<file path="config.mk">
export PLATFORM = sky130hd
export DESIGN_NAME = fcac_top
export DESIGN_NICKNAME = d
export VERILOG_FILES = /design/src/logic/fcac_pkg.sv /design/src/logic/fcac_top.sv
export SDC_FILE = /design/constraint.sdc
export NUM_CORES = 1
export LEC_CHECK = 0
export BUFFER_PORTS_ARGS = -buffer_cell sky130_fd_sc_hd__buf_4
export CORE_MARGIN = 1
export CORE_UTILIZATION = 30
export DETAILED_ROUTE_END_ITERATION = 7
export GPL_TIMING_DRIVEN = 0
export PLACE_DENSITY_LB_ADDON = 0.25
export SETUP_SLACK_MARGIN = 0.1
export SYNTH_ARGS = -nofsm -noshare
export SYNTH_HDL_FRONTEND = slang
export SYNTH_SLANG_ARGS = --single-unit
</file>
<file path="constraint.sdc">
create_clock -name CLK_SYS -period 2.3 [get_ports CLK_SYS]
set_input_delay 0.115 -clock CLK_SYS [delete_from_list [all_inputs] [get_ports CLK_SYS]]
set_output_delay 0.115 -clock CLK_SYS [all_outputs]
set_load 0.005 [all_outputs]
</file>
<file path="src/logic/fcac_pkg.sv">
package fcac_pkg;

	// ----------------------------------------------------------------
	// Register map
	// ----------------------------------------------------------------
	localparam logic [2:0] FCAC_OFS_DIV   = 3'h0;
	localparam logic [2:0] FCAC_OFS_STAT  = 3'h1;
	localparam logic [2:0] FCAC_OFS_CMD   = 3'h2;
	localparam logic [2:0] FCAC_OFS_IRQS  = 3'h3;
	localparam logic [2:0] FCAC_OFS_IRQM  = 3'h4;

	// ----------------------------------------------------------------
	// Field positions
	// ----------------------------------------------------------------
	localparam int FCAC_STAT_CBEF   = 7;
	localparam int FCAC_STAT_BUSY   = 6;
	localparam int FCAC_STAT_AERR   = 4;
	localparam int FCAC_IRQ_AERR    = 0;
	localparam int FCAC_IRQ_DONE    = 1;
	localparam int FCAC_IRQ_W       = 2;

	// ----------------------------------------------------------------
	// Command codes
	// ----------------------------------------------------------------
	localparam logic [7:0] FCAC_CMD_BLANK  = 8'h05;
	localparam logic [7:0] FCAC_CMD_BYTE   = 8'h20;
	localparam logic [7:0] FCAC_CMD_BURST  = 8'h25;
	localparam logic [7:0] FCAC_CMD_SECT   = 8'h40;
	localparam logic [7:0] FCAC_CMD_MASS   = 8'h41;
	localparam logic [7:0] FCAC_CMD_ABORT  = 8'h47;

	// ----------------------------------------------------------------
	// Reset values
	// ----------------------------------------------------------------
	localparam logic [7:0] FCAC_RST_BYTE   = 8'h00;
	localparam logic [1:0] FCAC_RST_IRQ    = 2'h0;

	typedef enum logic [2:0] {
		FCAC_IDLE = 3'b001,
		FCAC_ADDR = 3'b010,
		FCAC_CMD  = 3'b100
	} fcac_seq_e;

endpackage

`timescale 1ns/1ns
module fcac_flag
	import fcac_pkg::*;
(
	// Clock and reset
	input  wire logic CLK_SYS,
	input  wire logic RST_B,
	// Control
	input  wire logic set_ev,
	input  wire logic clr_ev,
	// State
	output logic      flag_q
);

	// A set in the same cycle as a clear wins, so no event is lost.
	always_ff @(posedge CLK_SYS) begin
		if (!RST_B) begin
			flag_q <= 1'b0;
		end else if (set_ev) begin
			flag_q <= 1'b1;
		end else if (clr_ev) begin
			flag_q <= 1'b0;
		end
	end

endmodule

</file>
<file path="src/logic/fcac_top.sv">
// Overview of operation
// - Launching a sector erase abort leaves the command buffer empty flag clear until the abort ends.
// - Starting a new command sequence while an abort is still active sets the access error flag.
// - The access error flag clears only by writing one to it, and no command is processed while it is set.
// - An array write before the clock divider register was ever written sets the access error flag.
// - An array write while the command buffer empty flag is clear sets the access error flag.
// - A second array write before the pending command is launched sets the access error flag.
// - A second command register write before launch sets the access error flag.
// - After an array write, writing the divider or status register sets the error flag.
// - Only codes 05, 20, 25, 40, 41 and 47 are accepted; any other code sets the access error flag.
// - Writing the status register to clear the command buffer empty flag launches the loaded command.
// - After the command code, writing the divider or command register sets the error flag.
// - Entering stop mode during a program or erase aborts it and sets the access error flag.
// - While secured, codes 20, 25, 40 or 47 from the background debug path set the access error flag.
// - Writing zero to the command buffer empty flag to cancel a partial command sets the error flag.
`timescale 1ns/1ns
module fcac_top
	import fcac_pkg::*;
(
	// Clock and reset
	input  wire logic       CLK_SYS,
	input  wire logic       RST_B,
	// Register port
	input  wire logic [2:0] ADDR,
	input  wire logic [7:0] WDATA,
	input  wire logic       WR,
	input  wire logic       RD,
	output logic      [7:0] RDATA,
	// Array write and write origin
	input  wire logic       ARRAY_WR,
	input  wire logic       DEBUG_SRC,
	input  wire logic       SECURED,
	// Array engine and power
	input  wire logic       STOP_ENTRY,
	input  wire logic       OP_DONE,
	output logic            OP_START,
	output logic            OP_KILL,
	output logic      [7:0] OP_CODE,
	output logic      [7:0] CLK_DIV,
	// Interrupt
	output logic            IRQ
);

	// ----------------------------------------------------------------
	// Write decode
	// ----------------------------------------------------------------
	fcac_seq_e seq_q;
	logic      div_seen_q;
	logic      cbef_q;
	logic      busy_q;
	logic      abort_q;
	logic      aerr_q;
	logic      err_set;
	logic      launch;
	logic      stop_abort;
	logic      code_ok;
	logic      code_locked;
	logic      w_div;
	logic      w_stat;
	logic      w_cmd;

	assign w_div  = WR && (ADDR == FCAC_OFS_DIV);
	assign w_stat = WR && (ADDR == FCAC_OFS_STAT);
	assign w_cmd  = WR && (ADDR == FCAC_OFS_CMD);

	always_comb begin
		case (WDATA)
			FCAC_CMD_BLANK, FCAC_CMD_BYTE, FCAC_CMD_BURST,
			FCAC_CMD_SECT, FCAC_CMD_MASS, FCAC_CMD_ABORT: code_ok = 1'b1;
			default: code_ok = 1'b0;
		endcase
	end

	// Debug access to a secured part may only blank check or mass erase.
	assign code_locked = DEBUG_SRC && SECURED && (WDATA != FCAC_CMD_BLANK) && (WDATA != FCAC_CMD_MASS);
	assign stop_abort  = STOP_ENTRY && busy_q && !abort_q;

	// ----------------------------------------------------------------
	// Protocol violations
	// ----------------------------------------------------------------
	// While the error flag is set every array and command write is ignored and a
	// status write only clears the flag; a divider write still loads the divider.
	always_comb begin
		err_set = stop_abort;
		launch  = 1'b0;
		if (!aerr_q) begin
			if (ARRAY_WR) begin
				if (!div_seen_q) begin
					err_set = 1'b1;
				end else if (!cbef_q) begin
					err_set = 1'b1;
				end else if (seq_q != FCAC_IDLE) begin
					err_set = 1'b1;
				end
			end else if (w_cmd) begin
				case (seq_q)
					FCAC_ADDR: err_set = err_set | !code_ok | code_locked;
					FCAC_CMD:  err_set = 1'b1;
					default:   err_set = err_set | !cbef_q;
				endcase
			end else if (w_stat) begin
				case (seq_q)
					FCAC_ADDR: err_set = 1'b1;
					FCAC_CMD: begin
						if (WDATA[FCAC_STAT_CBEF]) begin
							launch = !stop_abort;
						end else begin
							err_set = 1'b1;
						end
					end
					default: err_set = err_set;
				endcase
			end else if (w_div && (seq_q != FCAC_IDLE)) begin
				err_set = 1'b1;
			end
		end
	end

	fcac_flag u_aerr (
		.CLK_SYS (CLK_SYS),
		.RST_B   (RST_B),
		.set_ev  (err_set),
		.clr_ev  (w_stat && WDATA[FCAC_STAT_AERR]),
		.flag_q  (aerr_q)
	);

	// ----------------------------------------------------------------
	// Command sequence
	// ----------------------------------------------------------------
	always_ff @(posedge CLK_SYS) begin
		if (!RST_B) begin
			seq_q <= FCAC_IDLE;
		end else if (err_set || launch) begin
			seq_q <= FCAC_IDLE;
		end else if (!aerr_q && ARRAY_WR) begin
			seq_q <= FCAC_ADDR;
		end else if (!aerr_q && w_cmd && (seq_q == FCAC_ADDR)) begin
			seq_q <= FCAC_CMD;
		end
	end

	always_ff @(posedge CLK_SYS) begin
		if (!RST_B) begin
			OP_CODE <= FCAC_RST_BYTE;
		end else if (!aerr_q && w_cmd && (seq_q == FCAC_ADDR) && !err_set) begin
			OP_CODE <= WDATA;
		end
	end

	always_ff @(posedge CLK_SYS) begin
		if (!RST_B) begin
			div_seen_q <= 1'b0;
			CLK_DIV    <= FCAC_RST_BYTE;
		end else if (w_div && !err_set && (seq_q == FCAC_IDLE)) begin
			div_seen_q <= 1'b1;
			CLK_DIV    <= WDATA;
		end
	end

	// ----------------------------------------------------------------
	// Execution state
	// ----------------------------------------------------------------
	// The buffer empty flag drops on launch and returns when the engine
	// reports completion or stop entry kills the run; an abort, which stop
	// entry cannot kill, keeps it clear until completion.
	always_ff @(posedge CLK_SYS) begin
		if (!RST_B) begin
			cbef_q  <= 1'b1;
			busy_q  <= 1'b0;
			abort_q <= 1'b0;
		end else if (launch) begin
			cbef_q  <= 1'b0;
			busy_q  <= 1'b1;
			abort_q <= (OP_CODE == FCAC_CMD_ABORT);
		end else if (OP_DONE || stop_abort) begin
			cbef_q  <= 1'b1;
			busy_q  <= 1'b0;
			abort_q <= 1'b0;
		end
	end

	always_ff @(posedge CLK_SYS) begin
		if (!RST_B) begin
			OP_START <= 1'b0;
			OP_KILL  <= 1'b0;
		end else begin
			OP_START <= launch;
			OP_KILL  <= stop_abort;
		end
	end

	// ----------------------------------------------------------------
	// Interrupts
	// ----------------------------------------------------------------
	logic [FCAC_IRQ_W-1:0] irq_stat;
	logic [FCAC_IRQ_W-1:0] irq_mask_q;
	logic [FCAC_IRQ_W-1:0] irq_set;
	logic                  w_irqs;

	assign w_irqs                   = WR && (ADDR == FCAC_OFS_IRQS);
	assign irq_set[FCAC_IRQ_AERR]   = err_set && !aerr_q;
	assign irq_set[FCAC_IRQ_DONE]   = busy_q && OP_DONE;

	genvar gi;
	generate
		for (gi = 0; gi < FCAC_IRQ_W; gi++) begin : g_irq
			fcac_flag u_flag (
				.CLK_SYS (CLK_SYS),
				.RST_B   (RST_B),
				.set_ev  (irq_set[gi]),
				.clr_ev  (w_irqs && WDATA[gi]),
				.flag_q  (irq_stat[gi])
			);
		end
	endgenerate

	always_ff @(posedge CLK_SYS) begin
		if (!RST_B) begin
			irq_mask_q <= FCAC_RST_IRQ;
		end else if (WR && (ADDR == FCAC_OFS_IRQM)) begin
			irq_mask_q <= WDATA[FCAC_IRQ_W-1:0];
		end
	end

	always_ff @(posedge CLK_SYS) begin
		if (!RST_B) begin
			IRQ <= 1'b0;
		end else begin
			IRQ <= |((irq_stat | irq_set) & irq_mask_q);
		end
	end

	// ----------------------------------------------------------------
	// Read back
	// ----------------------------------------------------------------
	logic [7:0] rd_mux;

	always_comb begin
		rd_mux = FCAC_RST_BYTE;
		case (ADDR)
			FCAC_OFS_DIV: rd_mux = CLK_DIV;
			FCAC_OFS_STAT: begin
				rd_mux[FCAC_STAT_CBEF]   = cbef_q;
				rd_mux[FCAC_STAT_BUSY]   = busy_q;
				rd_mux[FCAC_STAT_AERR]   = aerr_q;
			end
			FCAC_OFS_CMD:  rd_mux = OP_CODE;
			FCAC_OFS_IRQS: rd_mux[FCAC_IRQ_W-1:0] = irq_stat;
			FCAC_OFS_IRQM: rd_mux[FCAC_IRQ_W-1:0] = irq_mask_q;
			default:       rd_mux = FCAC_RST_BYTE;
		endcase
	end

	// Read data stand only in the cycle after the strobe.
	always_ff @(posedge CLK_SYS) begin
		if (!RST_B) begin
			RDATA <= FCAC_RST_BYTE;
		end else if (RD) begin
			RDATA <= rd_mux;
		end else begin
			RDATA <= FCAC_RST_BYTE;
		end
	end
endmodule

</file>
======== After elaboration in Yosys (flattened, before gate mapping) ========
Index checks and enable logic that the tools add are counted.
storage, ports and cells
  register bits ........................... 39
  bits of input ports ..................... 20
  logic and storage cells ................. 116
operators by class
  equality and inequality tests ........... 17
  multiplexer cells ....................... 36
  bitwise logic cells ..................... 6
  reductions and logical operators ........ 41
operator list
  operator            number
  $eq 8x7->1 const B  4
  $mux 1              27
  $logic_and 1x1->1   22
  $eq 8x6->1 const B  2
  $reduce_bool 2->1   5
  $eq 3x2->1 const B  3
  $eq 8x3->1 const B  1
  $ne 8x3->1 const B  1
  $ne 8x7->1 const B  1
  $pmux 2 s4          1
  $eq 3x1->1 const B  2
  $eq 3x3->1 const B  2
  $logic_not 1->1     6
  $pmux 1 s2          3
  $pmux 2 s3          1
  $reduce_or 6->1     1
  $mux 2              2
  $pmux 2 s2          1
  $reduce_or 2->1     2
  $logic_not 3->1     1
  $ne 3x1->1 const B  1
  $or 1x1->1          3
  $pmux 1 s3          1
  $reduce_or 3->1     1
  other kinds (5)     6

======== Logic depth before layout (Yosys ltp) ========
Gate-level depths: netlist of the first run.
  depth after elaboration ................. 14
  mapped depth ............................ 7
  depth with buffers taken out ............ 6

======== Hierarchy ========
From an unflattened synthesis of the first run, not the netlist that was laid out.
second synthesis, totals
  cells, all modules ...................... 212
  area, all modules ....................... 1870.5 µm²
modules (own cells, without submodules)
  module     instances  cells each  area an instance (µm²)  sequential area each (µm²)
  fcac_top   1          203         1746.7                  720.7
  fcac_flag  3          3           41.3                    20.0

======== Least setup slack after synthesis of the first run ========
OpenSTA, ideal clock, no wires.
  kind .................................... register -> register
  from .................................... register seq_q[2]
  to ...................................... register div_seen_q
  library setup time ...................... 0.115 ns
  arrival ................................. 1.896 ns
  required time ........................... 2.185 ns
  setup slack ............................. 0.289 ns
  stages on the path, launching flop included .. 7
  path buffers ............................ 0
  period minus slack after synthesis ...... 2.011 ns
  path through ............................ dfxtp_1 -> or3b_1 -> a2111oi_2 -> o31ai_1 -> a221oi_4 -> nor2_4 -> o21a_1
between the ends
  cells in the longest elaborated chain, start to end .. 10
RTL lines
  what                    line                             RTL
  from (decl)             fcac_top.sv:47                   fcac_seq_e seq_q;
  from (signal assigned)  fcac_top.sv:132                  seq_q <= FCAC_IDLE;
  from (signal assigned)  fcac_top.sv:134                  seq_q <= FCAC_IDLE;
  from (signal assigned)  fcac_top.sv:136                  seq_q <= FCAC_ADDR;
  $ne 3x1->1              fcac_top.sv:92, fcac_top.sv:113
  $logic_and 1x1->1       fcac_top.sv:113                  end else if (w_div && (seq_q != FCAC_IDLE)) begin
  $mux 1                  fcac_top.sv:113
  $mux 1                  fcac_top.sv:101                  end else if (w_stat) begin
  $mux 1                  fcac_top.sv:95                   end else if (w_cmd) begin
  $mux 1                  fcac_top.sv:87                   if (ARRAY_WR) begin
  $mux 1                  fcac_top.sv:86                   if (!aerr_q) begin
  $logic_not 1->1         fcac_top.sv:154                  end else if (w_div && !err_set && (seq_q == FCAC_IDLE)) begin
  $logic_and 1x1->1       fcac_top.sv:154
  $logic_and 1x1->1 (*)   fcac_top.sv:154
  to (signal assigned)    fcac_top.sv:152                  div_seen_q <= 1'b0;
  to (signal assigned)    fcac_top.sv:155                  div_seen_q <= 1'b1;
  to (decl)               fcac_top.sv:48                   logic div_seen_q;
Every way passes the cells marked *; elsewhere a longest branch is shown, timed or not.
A chain may end at the register's enable or synchronous reset.

======== Worst setup path in the final report of the first run ========
Same ends and word-level chain as after synthesis.

==> results_dict.tcl, run 1 <==
set metrics [dict create \
    cts_hold_buf 0 \
    wl_mm 5.24 \
    final_hold_viol_count 0 \
    final.fill_count 610 \
    final.period_utilization_pct 91.7 \
    worst-r2r-cell-count 7 \
    synth_commonest_cells "dfxtp_1, nand2_1, mux2i_1, nor2_1" \
    die_h_um 80.2 \
    power.switching_uw 351 \
    grt_usage_pct 17.4 \
    portBuffers 43 \
    synthCells 206 \
    htree_levels 2 \
    synth_seq_cells 39 \
    clk_pin_slew_ps 80 \
    swShare_pct 25.5 \
    start_util_pct 31.0 \
    critical_path.top_delay_family "compound AO/OA/AOI/OAI gates" \
    drt_iter0_markers 106 \
    fmax_ghz 0.474 \
    crit_path_start_kind "flop" \
    syn_area_um2 1840 \
    cp.depth 7 \
    dp.cells 324 \
    synthArstFlopShare_pct 0 \
    crit_chain "or3b_1, a2111oi_2, o31ai_2, a221oi_4, buf_4, nor2_2, o21a_1" \
    p_leak_uw 0.000953 \
    dp_hpwl_mm 3.78 \
    cts_tree "built" \
    synth_top_cell_area_share_pct 42.5 \
    cts.sink_count 39 \
    syn_area_per_cell_um2 8.92 \
    rrSetupSlack_ps 190 \
    drc 0 \
    layout-drive-gt1-share_pct 25.4 \
    crit_path_max_fanout 7 \
    p_seq_share_pct 50.8 \
    cp.buffers_inverters 1 \
    use_met2_pct 25.1 \
    drv_slew 0 \
    final_cells 335 \
    max_slew_margin_pct 55.0 \
    yosysTopAreaCell "dfxtp_1" \
    ys_seq_area_share_pct 42.5 \
    status "complete, no violations" \
    yosys-top-cells-area "dfxtp_1, mux2i_1, nand2_1" \
    yosys_warnings 0 \
    gr-usage-met3_pct 4.66 \
    holdPathStages 3 \
    synth-edff-count 0 \
    clk-insertion-delay-late_ps 300 \
    rsz0062_at_grt "yes" \
    antenna_found_initial 0 \
    grt_overflow 0 \
    syn-num-nets 226 \
    dieArea_um2 6440 \
    worst_pin_slew_ps 674 \
    gp_congestion 0.836 \
    grt_first_pass_wirelength_mm 8.18 \
    pwr-share-clk_pct 38.0 \
    min_path_type "primary input to flop" \
    ant_nets 0 \
    maxCapViolCount 0 \
    p_total_uw 1380 \
    wl_per_cell_um 15.7 \
    cpMaxStageDelayCell "a2111oi_2" \
    path_class "flop to flop" \
    rows 28 \
    ys.flop_type "dfxtp_1" \
    viasPerCell 5.00 \
    grt_start_max_net_pins 13 \
    final-setup-viol-count 0 \
    p_int_uw 1020 \
    combPwrFrac_pct 11.3 \
    core_um2 5920 \
    grt_pass1_vias 1528 \
    busiest_layer "met2" \
    detail_route.first_pass.iterations 4 \
    cts_made_buffers 5 \
    fin_crit_ps 2110 \
    cpPeakStageDelay_ps 410 \
    cts_buffer_depth 2 \
    synthDistinctLibCells 46 \
    powerDensity_nw_per_um2 573 \
    vias 1674 \
    syn2layout_area_growth_pct 30.7 \
    tns_ps 0 \
    final_nets 279 \
    grt_util_met1_pct 23.5 \
    ios 47 \
    crit_required_ps 2490 \
    vdd_ir_drop_max_v 0.000241 \
    die_w_um 80.2 \
    diodes 0 \
    cts_root_buf "clkbuf_8" \
    critPathArrivalTime_ps 2300 \
    end_kind "flop" \
    fin_skew_ps 10.7 \
    yosysMostFrequentCell "dfxtp_1" \
]
-- registers in the layout, summed over array words and instances (netlist names) --
| signal | count |
|---|---|
| seq_q | 3 |
| div_seen_q | 1 |
| abort_q | 1 |
| CLK_DIV | 8 |
| irq_mask_q | 2 |
| IRQ | 1 |
| cbef_q | 1 |
| g_irq.u_flag.flag_q | 2 |
| OP_START | 1 |
| RDATA | 8 |
| OP_CODE | 8 |
| OP_KILL | 1 |
| busy_q | 1 |
| u_aerr.flag_q | 1 |
-- cell type report --
type	instances	area [um2]	share of cell area, %
Multi-Input combinational cell	159	1050	43.7
Inverter	1	3.75	0.156
Tap cell	75	93.8	3.91
Timing Repair Buffer	45	338	14.1
Buffer	8	31.3	1.30
Sequential cell	39	782	32.6
Clock inverter	1	7.51	0.313
Clock buffer	7	96.3	4.01
-- cell usage in the layout (no fill, tap or decap), types with 2 or more instances in the layout --
cell	n
nand4_1	5
nand3_1	3
dfxtp_1	38
and2_1	2
a21oi_1	9
and3b_1	3
a31oi_1	3
nor4_1	3
o21ai_0	3
clkbuf_8	7
and3_1	4
nand2b_1	5
buf_4	45
a211oi_1	2
buf_1	2
mux2i_1	23
nor3_1	3
a21boi_0	2
clkbuf_1	5
nor2_4	2
nand2_1	30
nor2b_1	9
nand3b_1	2
nor2_1	22
-- power by group through the flow --
stage	logic (uW)	clock network, uW	registers (uW)
after CTS	148	532	698
after global placement	143	0	714
after floorplan	80.5	0	710
final	155	522	699
after detailed placement	142	0	714
after global routing	170	569	701
-- path summary, 6_finish.rpt --
check                                from                       to
setup reg to reg    seq_q[2]$_SDFFE_PP0P_  div_seen_q$_SDFFE_PN0P_
hold reg to reg   div_seen_q$_SDFFE_PN0P_  div_seen_q$_SDFFE_PN0P_
setup / recovery    seq_q[2]$_SDFFE_PP0P_  div_seen_q$_SDFFE_PN0P_
hold / removal                   WDATA[3]  CLK_DIV[3]$_SDFFE_PN0P_
-- metal layers --
metal	share of wire (%)	up-vias
li1	-	835
met1	48	781
met2	44	50
met3	6.1	8
met4	2.0	0
met5	0	-
-- cells by family (layout without fill, tap and decap cells) --
family / count (synthesis) / after routing / synth area share, %
multiplexers: 23 / 23 / 12.5
buffers and inverters: 9 / 62 / 1.91
AO/OA/AOI/OAI: 30 / 30 / 12.1
AND/OR/NAND/NOR: 105 / 106 / 31.0
flip-flops: 39 / 39 / 42.5
-- per-stage QoR --
stage	setup WS, ps	util, %	hold slack (ps)	area (um2)
6_report	192	40.6	86.1	2400
5_1_grt	86.3	40.6	85.5	2400
4_1_cts	85.1	40.2	84.2	2380
3_5_place_dp	85.2	38.1	406	2250
3_3_place_gp	32.1	38.1	395	2250
2_1_floorplan	289	-	257	1840
-- timing repair --
| item | CTS | global route |
|---|---|---|
| gates resized for setup | 1 | 4 |
| endpoints found under the setup margin | 13 | 20 |
| cloned | 0 | 1 |
| pin swaps | 0 | 1 |
| setup buffers | 2 | 0 |
-- worst register-to-register path, cell delays in order, from the launching register on --
cell	delay, ps
dfxtp_2	400
or3b_1	380
a2111oi_2	410
o31ai_2	160
a221oi_4	220
buf_4	200
nor2_2	80
o21a_1	180
Note: power is estimated with default switching activity, not from simulation.
==> run 2, diff against run 1 <==
--- a/config.mk
+++ b/config.mk
@@ -6,6 +6,7 @@
 export NUM_CORES = 1
 export LEC_CHECK = 0
 export BUFFER_PORTS_ARGS = -buffer_cell sky130_fd_sc_hd__buf_4
+export CORE_ASPECT_RATIO = 0.6
 export CORE_MARGIN = 1
 export CORE_UTILIZATION = 30
 export DETAILED_ROUTE_END_ITERATION = 7
==> results_dict.tcl, run 2 (synthesized netlist as in run 1, its figures left out) <==
set metrics [dict create \
    status "complete, no violations" \
    end_kind "flop" \
    rsz0062_at_grt "no" \
    fin_crit_ps 2140 \
    diodes 0 \
    gp_congestion 0.853 \
    fmax_ghz 0.468 \
    dpl-instance-area_um2 2260 \
    dieArea_um2 6450 \
    path_class "flop to flop" \
    worst_pin_slew_ps 692 \
    core_um2 5730 \
    rows 21 \
    antenna_found_initial 0 \
    dp.cells 329 \
    ios 47 \
    detail_route.first_pass.iterations 4 \
    vias 1673 \
    wl_mm 5.35 \
    holdPathEnd "OP_START$_SDFF_PN0_" \
    vdd_ir_drop_max_v 0.000186 \
    final-setup-viol-count 0 \
    crit_path_max_fanout 6 \
    clk_pin_slew_ps 70 \
    cts.sink_count 39 \
    stdcell_area_um2 2400 \
    tns_ps 0 \
    critPathArrivalTime_ps 2330 \
    grt_overflow 0 \
    final.fill_count 609 \
    ant_nets 0 \
    cts_root_buf "clkbuf_8" \
    drv_slew 0 \
    multi_input_area_um2 1040 \
    die_h_um 62.6 \
    fin_skew_ps 6.87 \
    holdPathStages 2 \
    ff_latch_area_um2 782 \
    r2r_start "seq_q[1]$_SDFFE_PP0P_" \
    drc 0 \
    cts_tree "built" \
    final_cells 339 \
    layout_commonest_cell "buf_4" \
    drt_iter0_markers 86 \
    powerDensity_nw_per_um2 536 \
    grt_usage_pct 17.2 \
    whs_ps 106 \
    finalWorstSetupSlack_ps 165 \
    place_ws_ps 41.4 \
    cts_buffer_depth 2 \
    portBuffers 43 \
    clk-insertion-delay-late_ps 290 \
    final.period_utilization_pct 92.8 \
    cts_made_buffers 5 \
    htree_levels 2 \
    final_nets 280 \
    grt_pass1_vias 1618 \
    crit_path_start_kind "flop" \
    syn2layout_area_growth_pct 30.6 \
    grt_start_max_net_pins 11 \
    maxCapViolCount 0 \
    top_regs "CLK_DIV: 8 flops, OP_CODE: 8 flops, RDATA: 8 flops" \
    rr_endpoint "div_seen_q$_SDFFE_PN0P_" \
    p_leak_uw 0.000948 \
    grt_first_pass_wirelength_mm 8.32 \
    final_cell_mix "buf_4, dfxtp_1, nand2_1" \
    crit_required_ps 2490 \
    hp-start "WDATA[7]" \
    layout-drive-gt1-share_pct 24.3 \
    max_slew_margin_pct 53.9 \
    start_util_pct 32.1 \
    wl_per_cell_um 15.8 \
    final_hold_viol_count 0 \
    die_w_um 103 \
    dp_hpwl_mm 3.99 \
    min_path_type "primary input to flop" \
    viasPerCell 4.94 \
    worst-r2r-cell-count 8 \
    rrSetupSlack_ps 160 \
]
## run 2: layout make-up
cell class              count  area share (%)
plain buffers               8            1.30
clock buffers               6            3.03
inverters                   1           0.156
multi-input cells         158            43.5
flip-flops and latches     39            32.6
well taps                  80            4.17
repair buffers             47            15.2
## run 2: report_power, final
group | internal (uW) | total (uW) | leakage [uW] | switching [uW]
Combinational | 66.2 | 155 | 0.000595 | 88.9
Clock | 202 | 432 | 0.0000371 | 230
Sequential | 685 | 699 | 0.000316 | 13.8
## run 2: what timing repair did
item	CTS	global route
gates resized for setup	1	3
hold buffers	0	0
endpoints found under the setup margin	14	13
buffers inserted	4	0
pin swaps	1	0
## run 2: routing by layer
layer / GRT usage, % / share of wire, % / vias up
met5: 0 / 0 / -
met4: 5.63 / 0.86 / 0
met3: 5.03 / 7.7 / 7
met2: 21.8 / 38 / 60
met1: 26.9 / 53 / 762
li1: - / - / 844
## run 2: worst max path at each step
stage                                startpoint                       to  cells past startpoint
after CTS                 seq_q[2]$_SDFFE_PP0P_  div_seen_q$_SDFFE_PN0P_                      8
final                     seq_q[1]$_SDFFE_PP0P_  div_seen_q$_SDFFE_PN0P_                      8
after floorplan           seq_q[2]$_SDFFE_PP0P_  div_seen_q$_SDFFE_PN0P_                      6
after global routing      seq_q[1]$_SDFFE_PP0P_  div_seen_q$_SDFFE_PN0P_                      8
after global placement    seq_q[2]$_SDFFE_PP0P_  div_seen_q$_SDFFE_PN0P_                      6
after detailed placement  seq_q[2]$_SDFFE_PP0P_  div_seen_q$_SDFFE_PN0P_                      6
## run 2: stage by stage
| stage | total power [uW] | utilization (%) |
|---|---|---|
| 2_1_floorplan | 791 | - |
| 3_3_place_gp | 855 | 39.4 |
| 3_5_place_dp | 856 | 39.4 |
| 4_1_cts | 1290 | 41.5 |
| 5_1_grt | 1340 | 41.9 |
| 6_report | 1290 | 41.9 |
## run 2: critical path: stages, from the launching register on
cell       delay, ps
dfxtp_1          370
or3b_1           430
a2111oi_4        370
o31ai_2          150
a221oi_4         200
buf_4            190
nor2_4            40
buf_4            130
o21a_1           150
